--- src/pkg/pwm_pkg.sv ---
package pwm_pkg;
    // Register byte addresses
    localparam logic [7:0] addr_period_limit   = 8'h00;
    localparam logic [7:0] addr_timer_ctrl     = 8'h04;
    localparam logic [7:0] addr_duty_high_bits = 8'h08;
    localparam logic [7:0] addr_unit_ctrl      = 8'h0c;
    localparam logic [7:0] addr_duty_shadow    = 8'h10;
    localparam logic [7:0] addr_period_counter = 8'h14;
    localparam logic [7:0] addr_flag_reg       = 8'h18;
    localparam logic [7:0] addr_pin_direction  = 8'h1c;
    localparam logic [7:0] addr_sleep_ctrl     = 8'h20;
    // Field positions
    localparam int timer_run_pos  = 2;
    localparam int prescale_lo    = 0;
    localparam int duty_low_lo    = 4;
    localparam int mode_lo        = 0;
    localparam int flag_pos       = 1;
    // Reset values
    localparam logic [7:0] period_limit_rst = 8'hff;
    localparam logic [7:0] ctrl_rst         = 8'h00;
    localparam logic       direction_rst    = 1'b1;
    // Mode encodings: 11xx selects pulse mode
    localparam logic [1:0] pulse_mode_hi = 2'h3;
    typedef enum logic [1:0] {
        presc_1  = 2'b00,
        presc_4  = 2'b01,
        presc_16 = 2'b10,
        presc_16b = 2'b11
    } prescale_type;
endpackage

--- src/pkg/tick_if.sv ---
interface tick_if;
    logic       tick;
    logic [1:0] low_bits;
    logic       running;
    modport source (output tick, output low_bits, input running);
    modport sink   (input tick, input low_bits, output running);
endinterface

--- src/rtl/pwm_prescaler.sv ---
module pwm_prescaler
    import pwm_pkg::*;
(
    // Clock and reset
    input  wire logic         pclk,
    input  wire logic         presetn,
    // Control
    input  wire prescale_type sel,
    tick_if.source            tk
);
    logic [5:0] count;
    logic [5:0] next_count;
    logic [5:0] limit;

    always_comb begin
        unique case (sel)
            presc_1:  limit = 6'h03;
            presc_4:  limit = 6'h0f;
            default:  limit = 6'h3f;
        endcase
        next_count = count;
        if (tk.running) begin
            next_count = (count == limit) ? 6'h00 : count + 6'h01;
        end
    end

    // Four phases per count, each one prescale period of clocks long; two extra low bits form the time base
    always_comb begin
        tk.tick = tk.running && (count == limit);
        unique case (sel)
            presc_1:  tk.low_bits = count[1:0];
            presc_4:  tk.low_bits = count[3:2];
            default:  tk.low_bits = count[5:4];
        endcase
    end

    always_ff @(posedge pclk or negedge presetn) begin
        if (!presetn) begin
            count <= 6'h00;
        end else begin
            count <= next_count;
        end
    end
endmodule

--- src/rtl/pwm_compare.sv ---
module pwm_compare (
    // Time base and duty
    input  wire logic [9:0] time_base,
    input  wire logic [9:0] duty_latched,
    input  wire logic [7:0] period_limit,
    // Result
    output logic            match,
    output logic            duty_zero
);
    logic [9:0] period_len;
    always_comb begin
        period_len = {period_limit, 2'b11};
        // No clearing match when duty exceeds the period
        match      = (time_base == duty_latched) && (duty_latched <= period_len);
        duty_zero  = (duty_latched == 10'h000);
    end
endmodule

--- src/rtl/standard_pwm_output.sv ---
// Summary of operation
// - Period is (limit+1) times 4 times prescale
// - Counter clears after reaching period limit
// - Pin set at period start unless zero
// - Duty latched into shadow at boundary
// - Duty is 8 high plus 2 low bits
// - Duty writes take effect next period
// - Shadow read-only while pulse mode active
// - Time base is counter plus two bits
// - Pin cleared when time base matches duty
// - Duty above period leaves pin unchanged
// - Resolution follows period limit, ten max
// - Postscaler never affects pulse period
// - Prescaler divides by 1, 4, 16
// - Sleep freezes prescaler and counter; registers stay writable
// - Pin driven only when direction is output
// - Zero unit control releases the pin
// - Reset restores registers, pin to input
//
// Decided for this implementation: register access over APB and the register offsets.
module standard_pwm_output
    import pwm_pkg::*;
(
    // Clock and reset
    input  wire logic        pclk,
    input  wire logic        presetn,
    // APB slave
    input  wire logic        psel,
    input  wire logic        penable,
    input  wire logic        pwrite,
    input  wire logic [7:0]  paddr,
    input  wire logic [31:0] pwdata,
    output logic      [31:0] prdata,
    output logic             pready,
    output logic             pslverr,
    // Output pin
    output logic             pwm_out_pin,
    output logic             pwm_out_oe
);
    import pwm_pkg::*;

    tick_if tk ();

    logic [7:0] period_limit;
    logic [7:0] timer_ctrl;
    logic [7:0] duty_high_bits;
    logic [7:0] unit_ctrl;
    logic [7:0] duty_shadow;
    logic [1:0] duty_latch;
    logic [7:0] period_counter;
    logic       period_match_flag;
    logic       pin_direction;
    logic       sleep;
    logic       pin_level;
    logic       next_pin_level;
    logic [7:0] next_period_limit;
    logic [7:0] next_timer_ctrl;
    logic [7:0] next_duty_high_bits;
    logic [7:0] next_unit_ctrl;
    logic [7:0] next_duty_shadow;
    logic [1:0] next_duty_latch;
    logic [7:0] next_period_counter;
    logic       next_period_match_flag;
    logic       next_pin_direction;
    logic       next_sleep;
    logic [31:0] next_prdata;
    logic       next_pready;
    logic       next_pslverr;
    logic       next_pwm_out_pin;
    logic       next_pwm_out_oe;
    logic       wr;
    logic       rd;
    logic       pulse_mode;
    logic       boundary;
    logic       match;
    logic       duty_zero;
    logic [9:0] time_base;
    logic       known_addr;

    // Write strobes and period start
    logic       wr_limit;
    logic       wr_timer;
    logic       wr_duty;
    logic       wr_unit;
    logic       wr_shadow;
    logic       wr_counter;
    logic       wr_flag;
    logic       wr_dir;
    logic       wr_sleep;
    logic       period_start;
    logic       next_period_start;

    function automatic logic [31:0] zext8(input logic [7:0] v);
        return {24'h000000, v};
    endfunction

    pwm_prescaler u_presc (
        .pclk    (pclk),
        .presetn (presetn),
        .sel     (prescale_type'(timer_ctrl[prescale_lo +: 2])),
        .tk      (tk.source)
    );

    pwm_compare u_cmp (
        .time_base    (time_base),
        .duty_latched ({duty_shadow, duty_latch}),
        .period_limit (period_limit),
        .match        (match),
        .duty_zero    (duty_zero)
    );

    always_comb begin
        pulse_mode = (unit_ctrl[mode_lo + 2 +: 2] == pulse_mode_hi);
        // Prescaler counts only while running and awake
        tk.running = timer_ctrl[timer_run_pos] && !sleep;
        time_base  = {period_counter, tk.low_bits};
        boundary   = tk.tick && (period_counter == period_limit);
    end

    // Bus decode: a write lands at the access edge, where pready is high
    always_comb begin
        wr         = psel && penable && pwrite && pready;
        rd         = psel && !penable;
        known_addr = (paddr <= addr_sleep_ctrl) && (paddr[1:0] == 2'b00);
        wr_limit   = wr && (paddr == addr_period_limit);
        wr_timer   = wr && (paddr == addr_timer_ctrl);
        wr_duty    = wr && (paddr == addr_duty_high_bits);
        wr_unit    = wr && (paddr == addr_unit_ctrl);
        wr_shadow  = wr && (paddr == addr_duty_shadow);
        wr_counter = wr && (paddr == addr_period_counter);
        wr_flag    = wr && (paddr == addr_flag_reg);
        wr_dir     = wr && (paddr == addr_pin_direction);
        wr_sleep   = wr && (paddr == addr_sleep_ctrl);
    end

    // Configuration registers
    always_comb begin
        next_period_limit   = period_limit;
        next_timer_ctrl     = timer_ctrl;
        next_duty_high_bits = duty_high_bits;
        next_unit_ctrl      = unit_ctrl;
        next_pin_direction  = pin_direction;
        next_sleep          = sleep;
        if (wr_limit) begin
            next_period_limit = pwdata[7:0];
        end
        if (wr_timer) begin
            next_timer_ctrl = pwdata[7:0];
        end
        // Duty writes land at once; the shadow takes them at the boundary
        if (wr_duty) begin
            next_duty_high_bits = pwdata[7:0];
        end
        if (wr_unit) begin
            next_unit_ctrl = pwdata[7:0];
        end
        if (wr_dir) begin
            next_pin_direction = pwdata[0];
        end
        if (wr_sleep) begin
            next_sleep = pwdata[0];
        end
    end

    always_ff @(posedge pclk or negedge presetn) begin
        if (!presetn) begin
            period_limit   <= period_limit_rst;
            timer_ctrl     <= ctrl_rst;
            duty_high_bits <= ctrl_rst;
            unit_ctrl      <= ctrl_rst;
            pin_direction  <= direction_rst;
            sleep          <= 1'b0;
        end else begin
            period_limit   <= next_period_limit;
            timer_ctrl     <= next_timer_ctrl;
            duty_high_bits <= next_duty_high_bits;
            unit_ctrl      <= next_unit_ctrl;
            pin_direction  <= next_pin_direction;
            sleep          <= next_sleep;
        end
    end

    // Period counter and match flag
    always_comb begin
        next_period_counter    = period_counter;
        next_period_match_flag = period_match_flag;
        if (wr_counter) begin
            next_period_counter = pwdata[7:0];
        end
        if (wr_flag && !pwdata[flag_pos]) begin
            next_period_match_flag = 1'b0;
        end
        if (tk.tick) begin
            next_period_counter = boundary ? 8'h00 : period_counter + 8'h01;
        end
        // A boundary in the cycle of a clear keeps the flag set
        if (boundary) begin
            next_period_match_flag = 1'b1;
        end
    end

    always_ff @(posedge pclk or negedge presetn) begin
        if (!presetn) begin
            period_counter    <= ctrl_rst;
            period_match_flag <= 1'b0;
        end else begin
            period_counter    <= next_period_counter;
            period_match_flag <= next_period_match_flag;
        end
    end

    // Double-buffered duty
    always_comb begin
        next_duty_shadow = duty_shadow;
        next_duty_latch  = duty_latch;
        // Software may load the shadow only outside pulse mode
        if (wr_shadow && !pulse_mode) begin
            next_duty_shadow = pwdata[7:0];
        end
        if (boundary && pulse_mode) begin
            next_duty_shadow = duty_high_bits;
            next_duty_latch  = unit_ctrl[duty_low_lo +: 2];
        end
    end

    always_ff @(posedge pclk or negedge presetn) begin
        if (!presetn) begin
            duty_shadow <= ctrl_rst;
            duty_latch  <= 2'h0;
        end else begin
            duty_shadow <= next_duty_shadow;
            duty_latch  <= next_duty_latch;
        end
    end

    // Pin waveform, one cycle behind the time base for set and clear alike
    always_comb begin
        // Sleep holds a pending period start until counting resumes
        next_period_start = period_start;
        if (tk.running) begin
            next_period_start = boundary;
        end
        next_pin_level = pin_level;
        if (!pulse_mode) begin
            next_pin_level = 1'b0;
        end else if (period_start && tk.running) begin
            // Latched duty decides whether the new period starts high
            next_pin_level = !duty_zero;
        end else if (match && tk.running) begin
            next_pin_level = 1'b0;
        end
        next_pwm_out_pin = next_pin_level;
        next_pwm_out_oe  = pulse_mode && !next_pin_direction && (next_unit_ctrl != 8'h00);
    end

    always_ff @(posedge pclk or negedge presetn) begin
        if (!presetn) begin
            period_start <= 1'b0;
            pin_level    <= 1'b0;
            pwm_out_pin  <= 1'b0;
            pwm_out_oe   <= 1'b0;
        end else begin
            period_start <= next_period_start;
            pin_level    <= next_pin_level;
            pwm_out_pin  <= next_pwm_out_pin;
            pwm_out_oe   <= next_pwm_out_oe;
        end
    end

    // APB answer: setup answered in the next cycle, no wait states
    always_comb begin
        next_pready  = psel && !penable;
        next_pslverr = psel && !penable && !known_addr;
        next_prdata  = prdata;
        if (rd) begin
            unique case (paddr)
                addr_period_limit:   next_prdata = zext8(period_limit);
                addr_timer_ctrl:     next_prdata = zext8(timer_ctrl);
                addr_duty_high_bits: next_prdata = zext8(duty_high_bits);
                addr_unit_ctrl:      next_prdata = zext8(unit_ctrl);
                addr_duty_shadow:    next_prdata = zext8(duty_shadow);
                addr_period_counter: next_prdata = zext8(period_counter);
                addr_flag_reg:       next_prdata = {30'h0, period_match_flag, 1'b0};
                addr_pin_direction:  next_prdata = {31'h0, pin_direction};
                addr_sleep_ctrl:     next_prdata = {31'h0, sleep};
                default:             next_prdata = 32'h00000000;
            endcase
        end
    end

    always_ff @(posedge pclk or negedge presetn) begin
        if (!presetn) begin
            prdata  <= 32'h00000000;
            pready  <= 1'b0;
            pslverr <= 1'b0;
        end else begin
            prdata  <= next_prdata;
            pready  <= next_pready;
            pslverr <= next_pslverr;
        end
    end
endmodule

--- config.mk ---
export PLATFORM = sky130hd
export DESIGN_NAME = standard_pwm_output
export DESIGN_NICKNAME = d
export VERILOG_FILES = /design/src/pkg/pwm_pkg.sv /design/src/pkg/tick_if.sv /design/src/rtl/pwm_prescaler.sv /design/src/rtl/pwm_compare.sv /design/src/rtl/standard_pwm_output.sv
export SDC_FILE = /design/constraint.sdc
export NUM_CORES = 1
export LEC_CHECK = 0
export BUFFER_PORTS_ARGS = -buffer_cell sky130_fd_sc_hd__buf_2
export CAP_MARGIN = 10
export CORE_MARGIN = 4
export CORE_UTILIZATION = 45
export DETAILED_ROUTE_END_ITERATION = 10
export PLACE_DENSITY = 0.67
export SLEW_MARGIN = 10
export SYNTH_ARGS = -nofsm -noshare
export SYNTH_HDL_FRONTEND = slang
export SYNTH_HIERARCHICAL = 1
export SYNTH_SLANG_ARGS = --single-unit
--- constraint.sdc ---
create_clock -name pclk -period 2.9 [get_ports pclk]
set_input_delay 0 -clock pclk [delete_from_list [all_inputs] [get_ports pclk]]
set_output_delay 0 -clock pclk [all_outputs]
set_load 0.01 [all_outputs]
# After elaboration in Yosys (flattened, before gate mapping)
# Index checks and enable logic that the tools add are counted.
[word_totals]
register_bits = 96
output_inout_bits = 36
[classes]
add_sub_neg = 2
n_lt_le_gt_ge = 2
n_eq_ne = 14
mux = 16
reduce_logical = 41
[ops]
columns = ["operator", "n"]
rows = [
  ["one-hot mux 8 bit (9 select lines)", 1],
  ["two-way mux 8 bit", 6],
  ["== test 8 x 5 -> 1 bit (second input constant)", 4],
  ["logical AND 1 bit", 26],
  ["== test 8 x 4 -> 1 bit (second input constant)", 2],
  ["one-hot mux 6 bit (2 select lines)", 1],
  ["== test 10 bit", 1],
  ["<= comparator 10 bit", 1],
  ["logical NOT 10 bit", 1],
  ["adder 8 x 1 -> 8 bit (second input constant)", 1],
  ["== test 8 x 3 -> 1 bit (second input constant)", 1],
  ["== test 8 x 6 -> 1 bit (second input constant)", 1],
  ["== test 8 bit", 1],
  ["<= comparator 8 x 6 -> 1 bit (second input constant)", 1],
  ["logical NOT 8 bit", 1],
  ["nonzero test 8 bit", 1],
  ["logical NOT 1 bit", 7],
  ["adder 6 x 1 -> 6 bit (second input constant)", 1],
  ["== test 6 bit", 1],
  ["two-way mux 1 bit", 6],
  ["two-way mux 6 bit", 1],
  ["nonzero test 2 bit", 3],
  ["logical NOT 2 bit", 2],
  ["one-hot mux 2 bit (2 select lines)", 1],
  ["3 further kinds", 3],
]

# Logic depth before layout (Yosys ltp)
# Gate-level depths: netlist (run 1).
[depth]
word_depth = 8
mapped_depth = 10
ltp_nobuf = 9

# Modules after synthesis
# Netlist (run 1), hierarchy kept.
[modules_own_cells]
columns = ["mod", "n_inst", "cells_each", "area_each_um2", "seq_area_each_um2"]
rows = [
  ["standard_pwm_output", 1, 329, 3761.1, 1662.8],
  ["pwm_prescaler", 1, 46, 405.4, 150.1],
  ["pwm_compare", 1, 44, 337.8, 0.0],
]

# Worst setup path before layout (run 1)
# No wires, ideal clock.
[synth_path]
kind = "flip-flop to flip-flop"
startpoint = "register timer_ctrl[0]"
endpoint = "register duty_latch[0]"
setup_ns = 0.125
arrival_time_ns = 2.013
required_ns = 2.775
path_slack_ns = 0.762
path_stages_with_launch = 8
period_less_slack_ns = 2.138
cell_sequence = "dfrtp_1 nor3_1 o21ai_4 a21oi_2 clkbuf_1 clkbuf_1 nand3_1 mux2_2"
[synth_via]
elab_chain_len = 6
word_cells_on_any_way = 7
classes_between = "eq/ne (2); mux (1); reduce/logical (4)"
[synth_lines]
columns = ["item", "line", "text"]
rows = [
  ["from (decl)", "standard_pwm_output.sv:45", "logic [7:0] timer_ctrl;"],
  ["from (signal assigned)", "standard_pwm_output.sv:168", "timer_ctrl <= ctrl_rst;"],
  ["from (signal assigned)", "standard_pwm_output.sv:175", "timer_ctrl <= next_timer_ctrl;"],
  ["== test 2 x 1 -> 1 bit or logical NOT 2 bit (tied branches)", "pwm_prescaler.sv:16", "unique case (sel)"],
  ["one-hot mux 6 bit (2 select lines) (*)", "pwm_prescaler.sv:16", ""],
  ["== test 6 bit (*)", "pwm_prescaler.sv:29", "tk.tick = tk.running && (count == limit);"],
  ["logical AND 1 bit (*)", "pwm_prescaler.sv:29", ""],
  ["named net tk.tick", "tick_if.sv:2", "logic tick;"],
  ["logical AND 1 bit (*)", "standard_pwm_output.sv:117", "boundary = tk.tick && (period_counter == period_limit);"],
  ["logical AND 1 bit (*)", "standard_pwm_output.sv:220", "if (boundary && pulse_mode) begin"],
  ["to (signal assigned)", "standard_pwm_output.sv:232", "duty_latch <= next_duty_latch;"],
  ["to (decl)", "standard_pwm_output.sv:49", "logic [1:0] duty_latch;"],
]
# The timed path passes the listed nets; every way through them passes the cells marked *.
# A chain may end at the register's enable or synchronous reset.

# Final worst setup path (run 1)
[layout_path]
startpoint = "register sleep"
endpoint = "register period_counter[5]"
[layout_via]
elab_chain_len = 6
word_cells_on_any_way = 7
classes_between = "mux (2); reduce/logical (5)"
[layout_lines]
columns = ["item", "line", "text"]
rows = [
  ["from (decl)", "standard_pwm_output.sv:53", "logic sleep;"],
  ["from (signal assigned)", "standard_pwm_output.sv:179", "sleep <= next_sleep;"],
  ["logical NOT 1 bit (*)", "standard_pwm_output.sv:115", "tk.running = timer_ctrl[timer_run_pos] && !sleep;"],
  ["logical AND 1 bit (*)", "standard_pwm_output.sv:115", ""],
  ["named net tk.running", "tick_if.sv:4", "logic running;"],
  ["logical AND 1 bit (*)", "pwm_prescaler.sv:29", ""],
  ["named net tk.tick", "tick_if.sv:2", ""],
  ["logical AND 1 bit", "standard_pwm_output.sv:117", ""],
  ["two-way mux 8 bit", "standard_pwm_output.sv:194", "next_period_counter = boundary ? 8'h00 : period_counter + 8'h01;"],
  ["two-way mux 8 bit", "standard_pwm_output.sv:193", "if (tk.tick) begin"],
  ["to (signal assigned)", "standard_pwm_output.sv:204", "period_counter <= ctrl_rst;"],
  ["to (signal assigned)", "standard_pwm_output.sv:207", "period_counter <= next_period_counter;"],
  ["to (decl)", "standard_pwm_output.sv:50", "logic [7:0] period_counter;"],
]
# Marked as above.

==> results of run 1 <==
layout by cell type, fill, tap and decap left out, drive strengths merged, types with 12 or more instances in the layout:
cell type,n
o21ai,22
inv,19
dfrtp,63
conb,24
xor2,16
nand2,29
nor2,12
nor4,15
a21oi,14
mux2i,16
clkbuf,13
buf,37
mux2,36
area by class of cell:
cell class | instances | share of cell area [%]
clock buffers | 13 | 3.05
inverters | 21 | 1.62
flip-flops and latches | 72 | 37.2
repair buffers | 40 | 4.72
well taps | 133 | 3.41
clock inverters | 3 | 0.359
multi-input cells | 309 | 49.6
power breakdown:
part / internal, mW / switching (mW) / total (mW)
Sequential: 1.01 / 0.00619 / 1.02
Clock: 0.333 / 0.380 / 0.713
Combinational: 0.0395 / 0.101 / 0.140
Total: 1.38 / 0.487 / 1.87
path summary, 6_finish.rpt:
kind / start / endpoint / slack (ns) / cells after the start
max: sleep$_DFFE_PN0P_ / period_counter[5]$_DFFE_PN0P_ / 0.57 / 8
min: pwdata[7] / period_counter[7]$_DFFE_PN0P_ / 0.005 / 3
max reg2reg: sleep$_DFFE_PN0P_ / period_counter[5]$_DFFE_PN0P_ / 0.57 / 8
min reg2reg: prdata[7]$_DFFE_PN0P_ / prdata[7]$_DFFE_PN0P_ / 0.48 / 2
max in group asynchronous: presetn / duty_shadow[4]$_DFFE_PN0P_ / 1.93 / 2
min in group asynchronous: presetn / u_presc/count[2]$_DFFE_PN0P_ / 0.31 / 2
cells in the mapped netlist, drive strengths merged (6+ instances only):
cell	count
nor3	11
mux2i	16
nor2	12
mux2	36
a211o	7
dfrtp	63
nand4	7
nand3	11
o21ai	22
nor4	15
nand2	29
inv	19
a21oi	14
ha	10
and2	11
and3	6
buf	35
dfstp	9
and4	8
xor2	16
metrics by stage:
| step | setup WS [ns] | utilization, % | std cells | power (mW) |
|---|---|---|---|---|
| after detailed placement | 0.640 | 47.9 | 572 | 1.17 |
| after global routing | 0.440 | 49.9 | 591 | 1.93 |
| final | 0.571 | 49.9 | 591 | 1.87 |
| after CTS | 0.604 | 49.9 | 591 | 1.89 |
| after floorplan | 0.762 | - | 442 | 1.13 |
| after global placement | 0.671 | 47.9 | 572 | 1.17 |
critical path, cell delays in order (launching register included):
cell      delay, ns
dfrtp_1        0.42
nand2b_1       0.20
inv_1          0.21
nand2_1        0.19
a21oi_2        0.21
clkinv_1       0.27
and2_4         0.24
a31o_1         0.18
a221o_1        0.30
flip-flops by register name, summed over array words and instances (netlist names):
register,count
period_counter,8
unit_ctrl,8
period_start,1
period_match_flag,1
pready,1
duty_shadow,8
timer_ctrl,8
period_limit,8
pslverr,1
pin_level,1
prdata,8
pwm_out_oe,1
duty_latch,2
sleep,1
pin_direction,1
u_presc/count,6
duty_high_bits,8
logic make-up after synthesis:
| kind of cell | Yosys count |
|---|---|
| adder cells (fa/ha/maj) | 10 |
| buffers and inverters | 61 |
| AO/OA/AOI/OAI | 73 |
| XOR/XNOR | 19 |
| multiplexers | 57 |
| flip-flops | 72 |
| AND/OR/NAND/NOR | 126 |
| other | 1 |
metal layers:
metal | up-vias | track usage [%] | routed length (um)
met3 | 10 | 3.10 | 501
met2 | 75 | 31.0 | 5370
met1 | 1685 | 27.4 | 5070
met5 | - | 0 | 0
met4 | 0 | 4.87 | 140
li1 | 1567 | - | -
==> flow_metrics.env, run 1 <==
export IMPL_outcome="complete, no violations"
export IMPL_ys_seq_elements=72
export IMPL_postCtsSetupBuffers=0
export IMPL_area_growth_pct=8.22
export IMPL_setup_viol=0
export IMPL_arrival_ns=2.56
export IMPL_dominantRegCellSynth="dfrtp_1"
export IMPL_firstDrtPassIters=5
export IMPL_place_gp_congestion=0.934
export IMPL_n_fill_cell=919
export IMPL_grt_max_degree=73
export IMPL_ctsResizeCount=0
export IMPL_ir_drop_uv=191
export IMPL_grt_pass1_wl_um=17400
export IMPL_tightestPinTransition_ns=0.953
export IMPL_fp_dieH_um=108
export IMPL_synth_compound_area_share_pct=11.6
export IMPL_required_ns=3.13
export IMPL_coreArea_sq_mm=0.00977
export IMPL_drc=0
export IMPL_grt_usage_pct=19.3
export IMPL_clock_path_buffers=2
export IMPL_rsz0062_at_grt="no"
export IMPL_register_area_sq_mm=0.00181
export IMPL_yosysWarnings=6
export IMPL_dieArea_sq_mm=0.0117
export IMPL_cts_buffers=9
export IMPL_placed_area_sq_mm=0.00468
export IMPL_diodes=0
export IMPL_fmax_mhz=429
export IMPL_crit_type="reg -> reg"
export IMPL_relSlewSlack_pct=36.4
export IMPL_antenna_found_initial=0
export IMPL_finalMaxSlewViolations=0
export IMPL_synth_simple_area_share_pct=18.6
export IMPL_post_dp_hpwl_um=8000
export IMPL_crit_fanout=10
export IMPL_synth_top_area_share_pct=35.0
export IMPL_synthAdderAreaFrac_pct=2.78
export IMPL_ant_nets=0
export IMPL_synth_edf_count=0
export IMPL_final_cell_area_sq_mm=0.00487
export IMPL_hp_class="in -> reg"
export IMPL_yosysTopAreaCell="dfrtp_1"
export IMPL_netlist_top_cells_area="dfrtp_1 35%, mux2_2 9.0%, dfstp_2 5.3%, buf_4 4.2%, mux2i_1 3.6%"
export IMPL_drive_gt1_share_pct=28.2
export IMPL_clock_sinks=72
export IMPL_period_needed_ns=2.33
export IMPL_port_buffers=32
export IMPL_synth_mux_area_share_pct=15.1
export IMPL_avgSynthCellArea_sq_um=10.8
export IMPL_grt_ovfl_total=0
export IMPL_wl_per_cell_um=18.8
export IMPL_leakage_nw=2.36
export IMPL_via_per_inst=5.65
export IMPL_clk_latency_ns=0.35
export IMPL_die_w_um=108
export IMPL_finClkSkew_ns=0.0141
export IMPL_multi_input_area_sq_mm=0.00242
export IMPL_rows=36
export IMPL_yosysUniqueCellTypes=70
export IMPL_drt_iter0_drc=193
export IMPL_drt_total_wl_um=11100
export IMPL_synth_top_family_by_area="simple AND/OR/NAND/NOR gates"
export IMPL_cap_violations=0
export IMPL_holdWs_ns=0.00452
export IMPL_syn_area_sq_mm=0.00450
export IMPL_grt_pass1_vias=3180
export IMPL_yosys_area_share_xor_xnor_pct=3.69
export IMPL_post_route_period_util_pct=80.3
export IMPL_clk_pin_slew_ns=0.08
export IMPL_io_pins=81
export IMPL_ctsHtreeMaxLevel=3
export IMPL_finalSetupTns_ns=0
export IMPL_cts_hold_buffers_added=3
export IMPL_synthCells=419
export IMPL_dr_total_vias=3337
export IMPL_p_per_area_mw_per_mm2=384
export IMPL_seq_area_frac_synth_pct=40.3
export IMPL_start_kind="flop"
export IMPL_hold_violations=0
export IMPL_start_util_pct=46.1
export IMPL_ys_async_sr_fraction_pct=100
export IMPL_cts_tree="yes"
export IMPL_cp_end_kind="flop"
export IMPL_cts_root_buf="clkbuf_8"
export IMPL_nNetsFinal=508
No activity file was read; power rests on OpenSTA's default activity.
==> inputs of run 2 (changes only) <==
Clock period 2.9 ns to 2.4 ns, I/O delays scaled along.
==> flow_metrics.env, run 2 (synthesis gave the netlist of run 1 again) <==
export IMPL_cts_hold_buffers_added=3
export IMPL_start_kind="flop"
export IMPL_ctsHtreeMaxLevel=3
export IMPL_cts_tree="yes"
export IMPL_clk_pin_slew_ns=0.08
export IMPL_firstDrtPassIters=4
export IMPL_postCtsSetupBuffers=0
export IMPL_fin_ws_ns=0.274
export IMPL_rsz0062_at_grt="no"
export IMPL_grt_max_degree=73
export IMPL_via_per_inst=5.64
export IMPL_finalMaxSlewViolations=0
export IMPL_area_growth_pct=9.53
export IMPL_drt_iter0_drc=177
export IMPL_ir_drop_uv=273
export IMPL_period_needed_ns=2.13
export IMPL_worstPathCellList="nand2_1, or3_4, a21oi_2, buf_4, nor2_1, a221o_1"
export IMPL_cpPeakStageDelay_ns=0.47
export IMPL_clock_path_buffers=2
export IMPL_switching_share_pct=26.5
export IMPL_register_area_sq_mm=0.00181
export IMPL_wl_per_cell_um=18.4
export IMPL_clk_latency_ns=0.35
export IMPL_finalSetupTns_ns=0
export IMPL_cp_end_kind="flop"
export IMPL_hold_violations=0
export IMPL_rr_worst_depth=6
export IMPL_multi_input_area_sq_mm=0.00242
export IMPL_ctsResizeCount=0
export IMPL_r2r_end="period_counter[3]$_DFFE_PN0P_"
export IMPL_dieArea_sq_mm=0.0117
export IMPL_tightestPinTransition_ns=0.923
export IMPL_layout_commonest_cell="dfrtp_1"
export IMPL_grt_usage_pct=19.4
export IMPL_worstReg2RegStart="timer_ctrl[1]$_DFFE_PN0P_"
export IMPL_drt_total_wl_um=11000
export IMPL_clock_sinks=72
export IMPL_final_cell_area_sq_mm=0.00493
export IMPL_finClkSkew_ns=0.0115
export IMPL_seqPwrFrac_pct=55.1
export IMPL_final_cell_count_no_fill=599
export IMPL_required_ns=2.63
export IMPL_reg2reg_slack_ns=0.27
export IMPL_hold_end="duty_high_bits[4]$_DFFE_PN0P_"
export IMPL_hp_class="in -> reg"
export IMPL_antenna_found_initial=0
export IMPL_drive_gt1_share_pct=29.8
export IMPL_grt_pass1_vias=3355
export IMPL_fin_util_pct=50.5
export IMPL_cts_root_buf="clkbuf_8"
export IMPL_outcome="complete, no violations"
export IMPL_grt_pass1_wl_um=17500
export IMPL_total_power_mw=2.23
export IMPL_p_int_mw=1.64
export IMPL_fp_dieH_um=108
export IMPL_final_cell_mix="63 x dfrtp_1, 36 x mux2_2, 31 x buf_2"
export IMPL_io_pins=81
export IMPL_fmax_mhz=470
export IMPL_post_route_period_util_pct=88.6
export IMPL_drc=0
export IMPL_port_buffers=32
export IMPL_place_gp_congestion=0.927
export IMPL_grt_ovfl_total=0
export IMPL_crit_type="reg -> reg"
export IMPL_place_inst=580
export IMPL_coreArea_sq_mm=0.00977
export IMPL_crit_fanout=20
export IMPL_setup_viol=0
export IMPL_arrival_ns=2.36
export IMPL_p_per_area_mw_per_mm2=452
export IMPL_n_fill_cell=914
export IMPL_dr_total_vias=3381
export IMPL_ant_nets=0
export IMPL_post_dp_hpwl_um=8080
export IMPL_p_switching_uw=590
export IMPL_leakage_nw=2.39
export IMPL_pwr_share_comb_pct=7.7
export IMPL_die_w_um=108
export IMPL_placed_area_sq_mm=0.00474
export IMPL_diodes=0
export IMPL_holdWs_ns=0.0195
export IMPL_cts_buffers=9
export IMPL_relSlewSlack_pct=38.5
export IMPL_cpMaxStageDelayCell="dfrtp_1"
export IMPL_cap_violations=0
export IMPL_pwr_share_clk_pct=37.2
export IMPL_min_from="pwdata[4]"
export IMPL_dpl_worst_slack_ns=0.288
export IMPL_nNetsFinal=516
export IMPL_start_util_pct=46.1
export IMPL_rows=36
export IMPL_worstHoldPathCells=2
run 2: routing by layer:
layer  up-vias  routed length (um)  global-route usage, %
li1       1579                   -                      -
met1      1690                4840                   25.7
met2        91                5370                   32.0
met3        21                 513                   3.40
met4         0                 272                   6.85
met5         -                   0                      0
run 2: power by group through the flow:
stage | logic, mW | clock network, mW | registers [mW]
3_5_place_dp | 0.167 | 0 | 1.25
6_report | 0.172 | 0.830 | 1.23
4_1_cts | 0.171 | 0.850 | 1.23
2_1_floorplan | 0.112 | 0 | 1.25
5_1_grt | 0.189 | 0.901 | 1.23
3_3_place_gp | 0.165 | 0 | 1.25
run 2: final cells by class:
type / count / area share (%)
clock buffers: 10 / 2.59
clock inverters: 6 / 0.761
inverters: 21 / 1.60
multi-input cells: 309 / 49.0
flip-flops and latches: 72 / 36.7
well taps: 133 / 3.37
repair buffers: 48 / 5.88
run 2: how the worst max path moves through the flow:
| stage | startpoint | endpoint | slack [ns] | cells past startpoint |
|---|---|---|---|---|
| floorplan | timer_ctrl[0]$_DFFE_PN0P_ | duty_latch[0]$_DFFE_PN0P_ | 0.26 | 7 |
| global placement | timer_ctrl[1]$_DFFE_PN0P_ | period_counter[5]$_DFFE_PN0P_ | 0.33 | 6 |
| detailed placement | timer_ctrl[1]$_DFFE_PN0P_ | period_counter[3]$_DFFE_PN0P_ | 0.29 | 6 |
| CTS | timer_ctrl[1]$_DFFE_PN0P_ | period_counter[3]$_DFFE_PN0P_ | 0.26 | 6 |
| global route | timer_ctrl[1]$_DFFE_PN0P_ | period_counter[6]$_DFFE_PN0P_ | 0.11 | 7 |
| finish | timer_ctrl[1]$_DFFE_PN0P_ | period_counter[3]$_DFFE_PN0P_ | 0.27 | 6 |
run 2: worst max-delay path, delay by kind of cell (launching register included):
family	cells	cell delay (ns)
compound gates	2	0.57
simple gates	3	0.68
flops	1	0.47
buf+inv	1	0.29
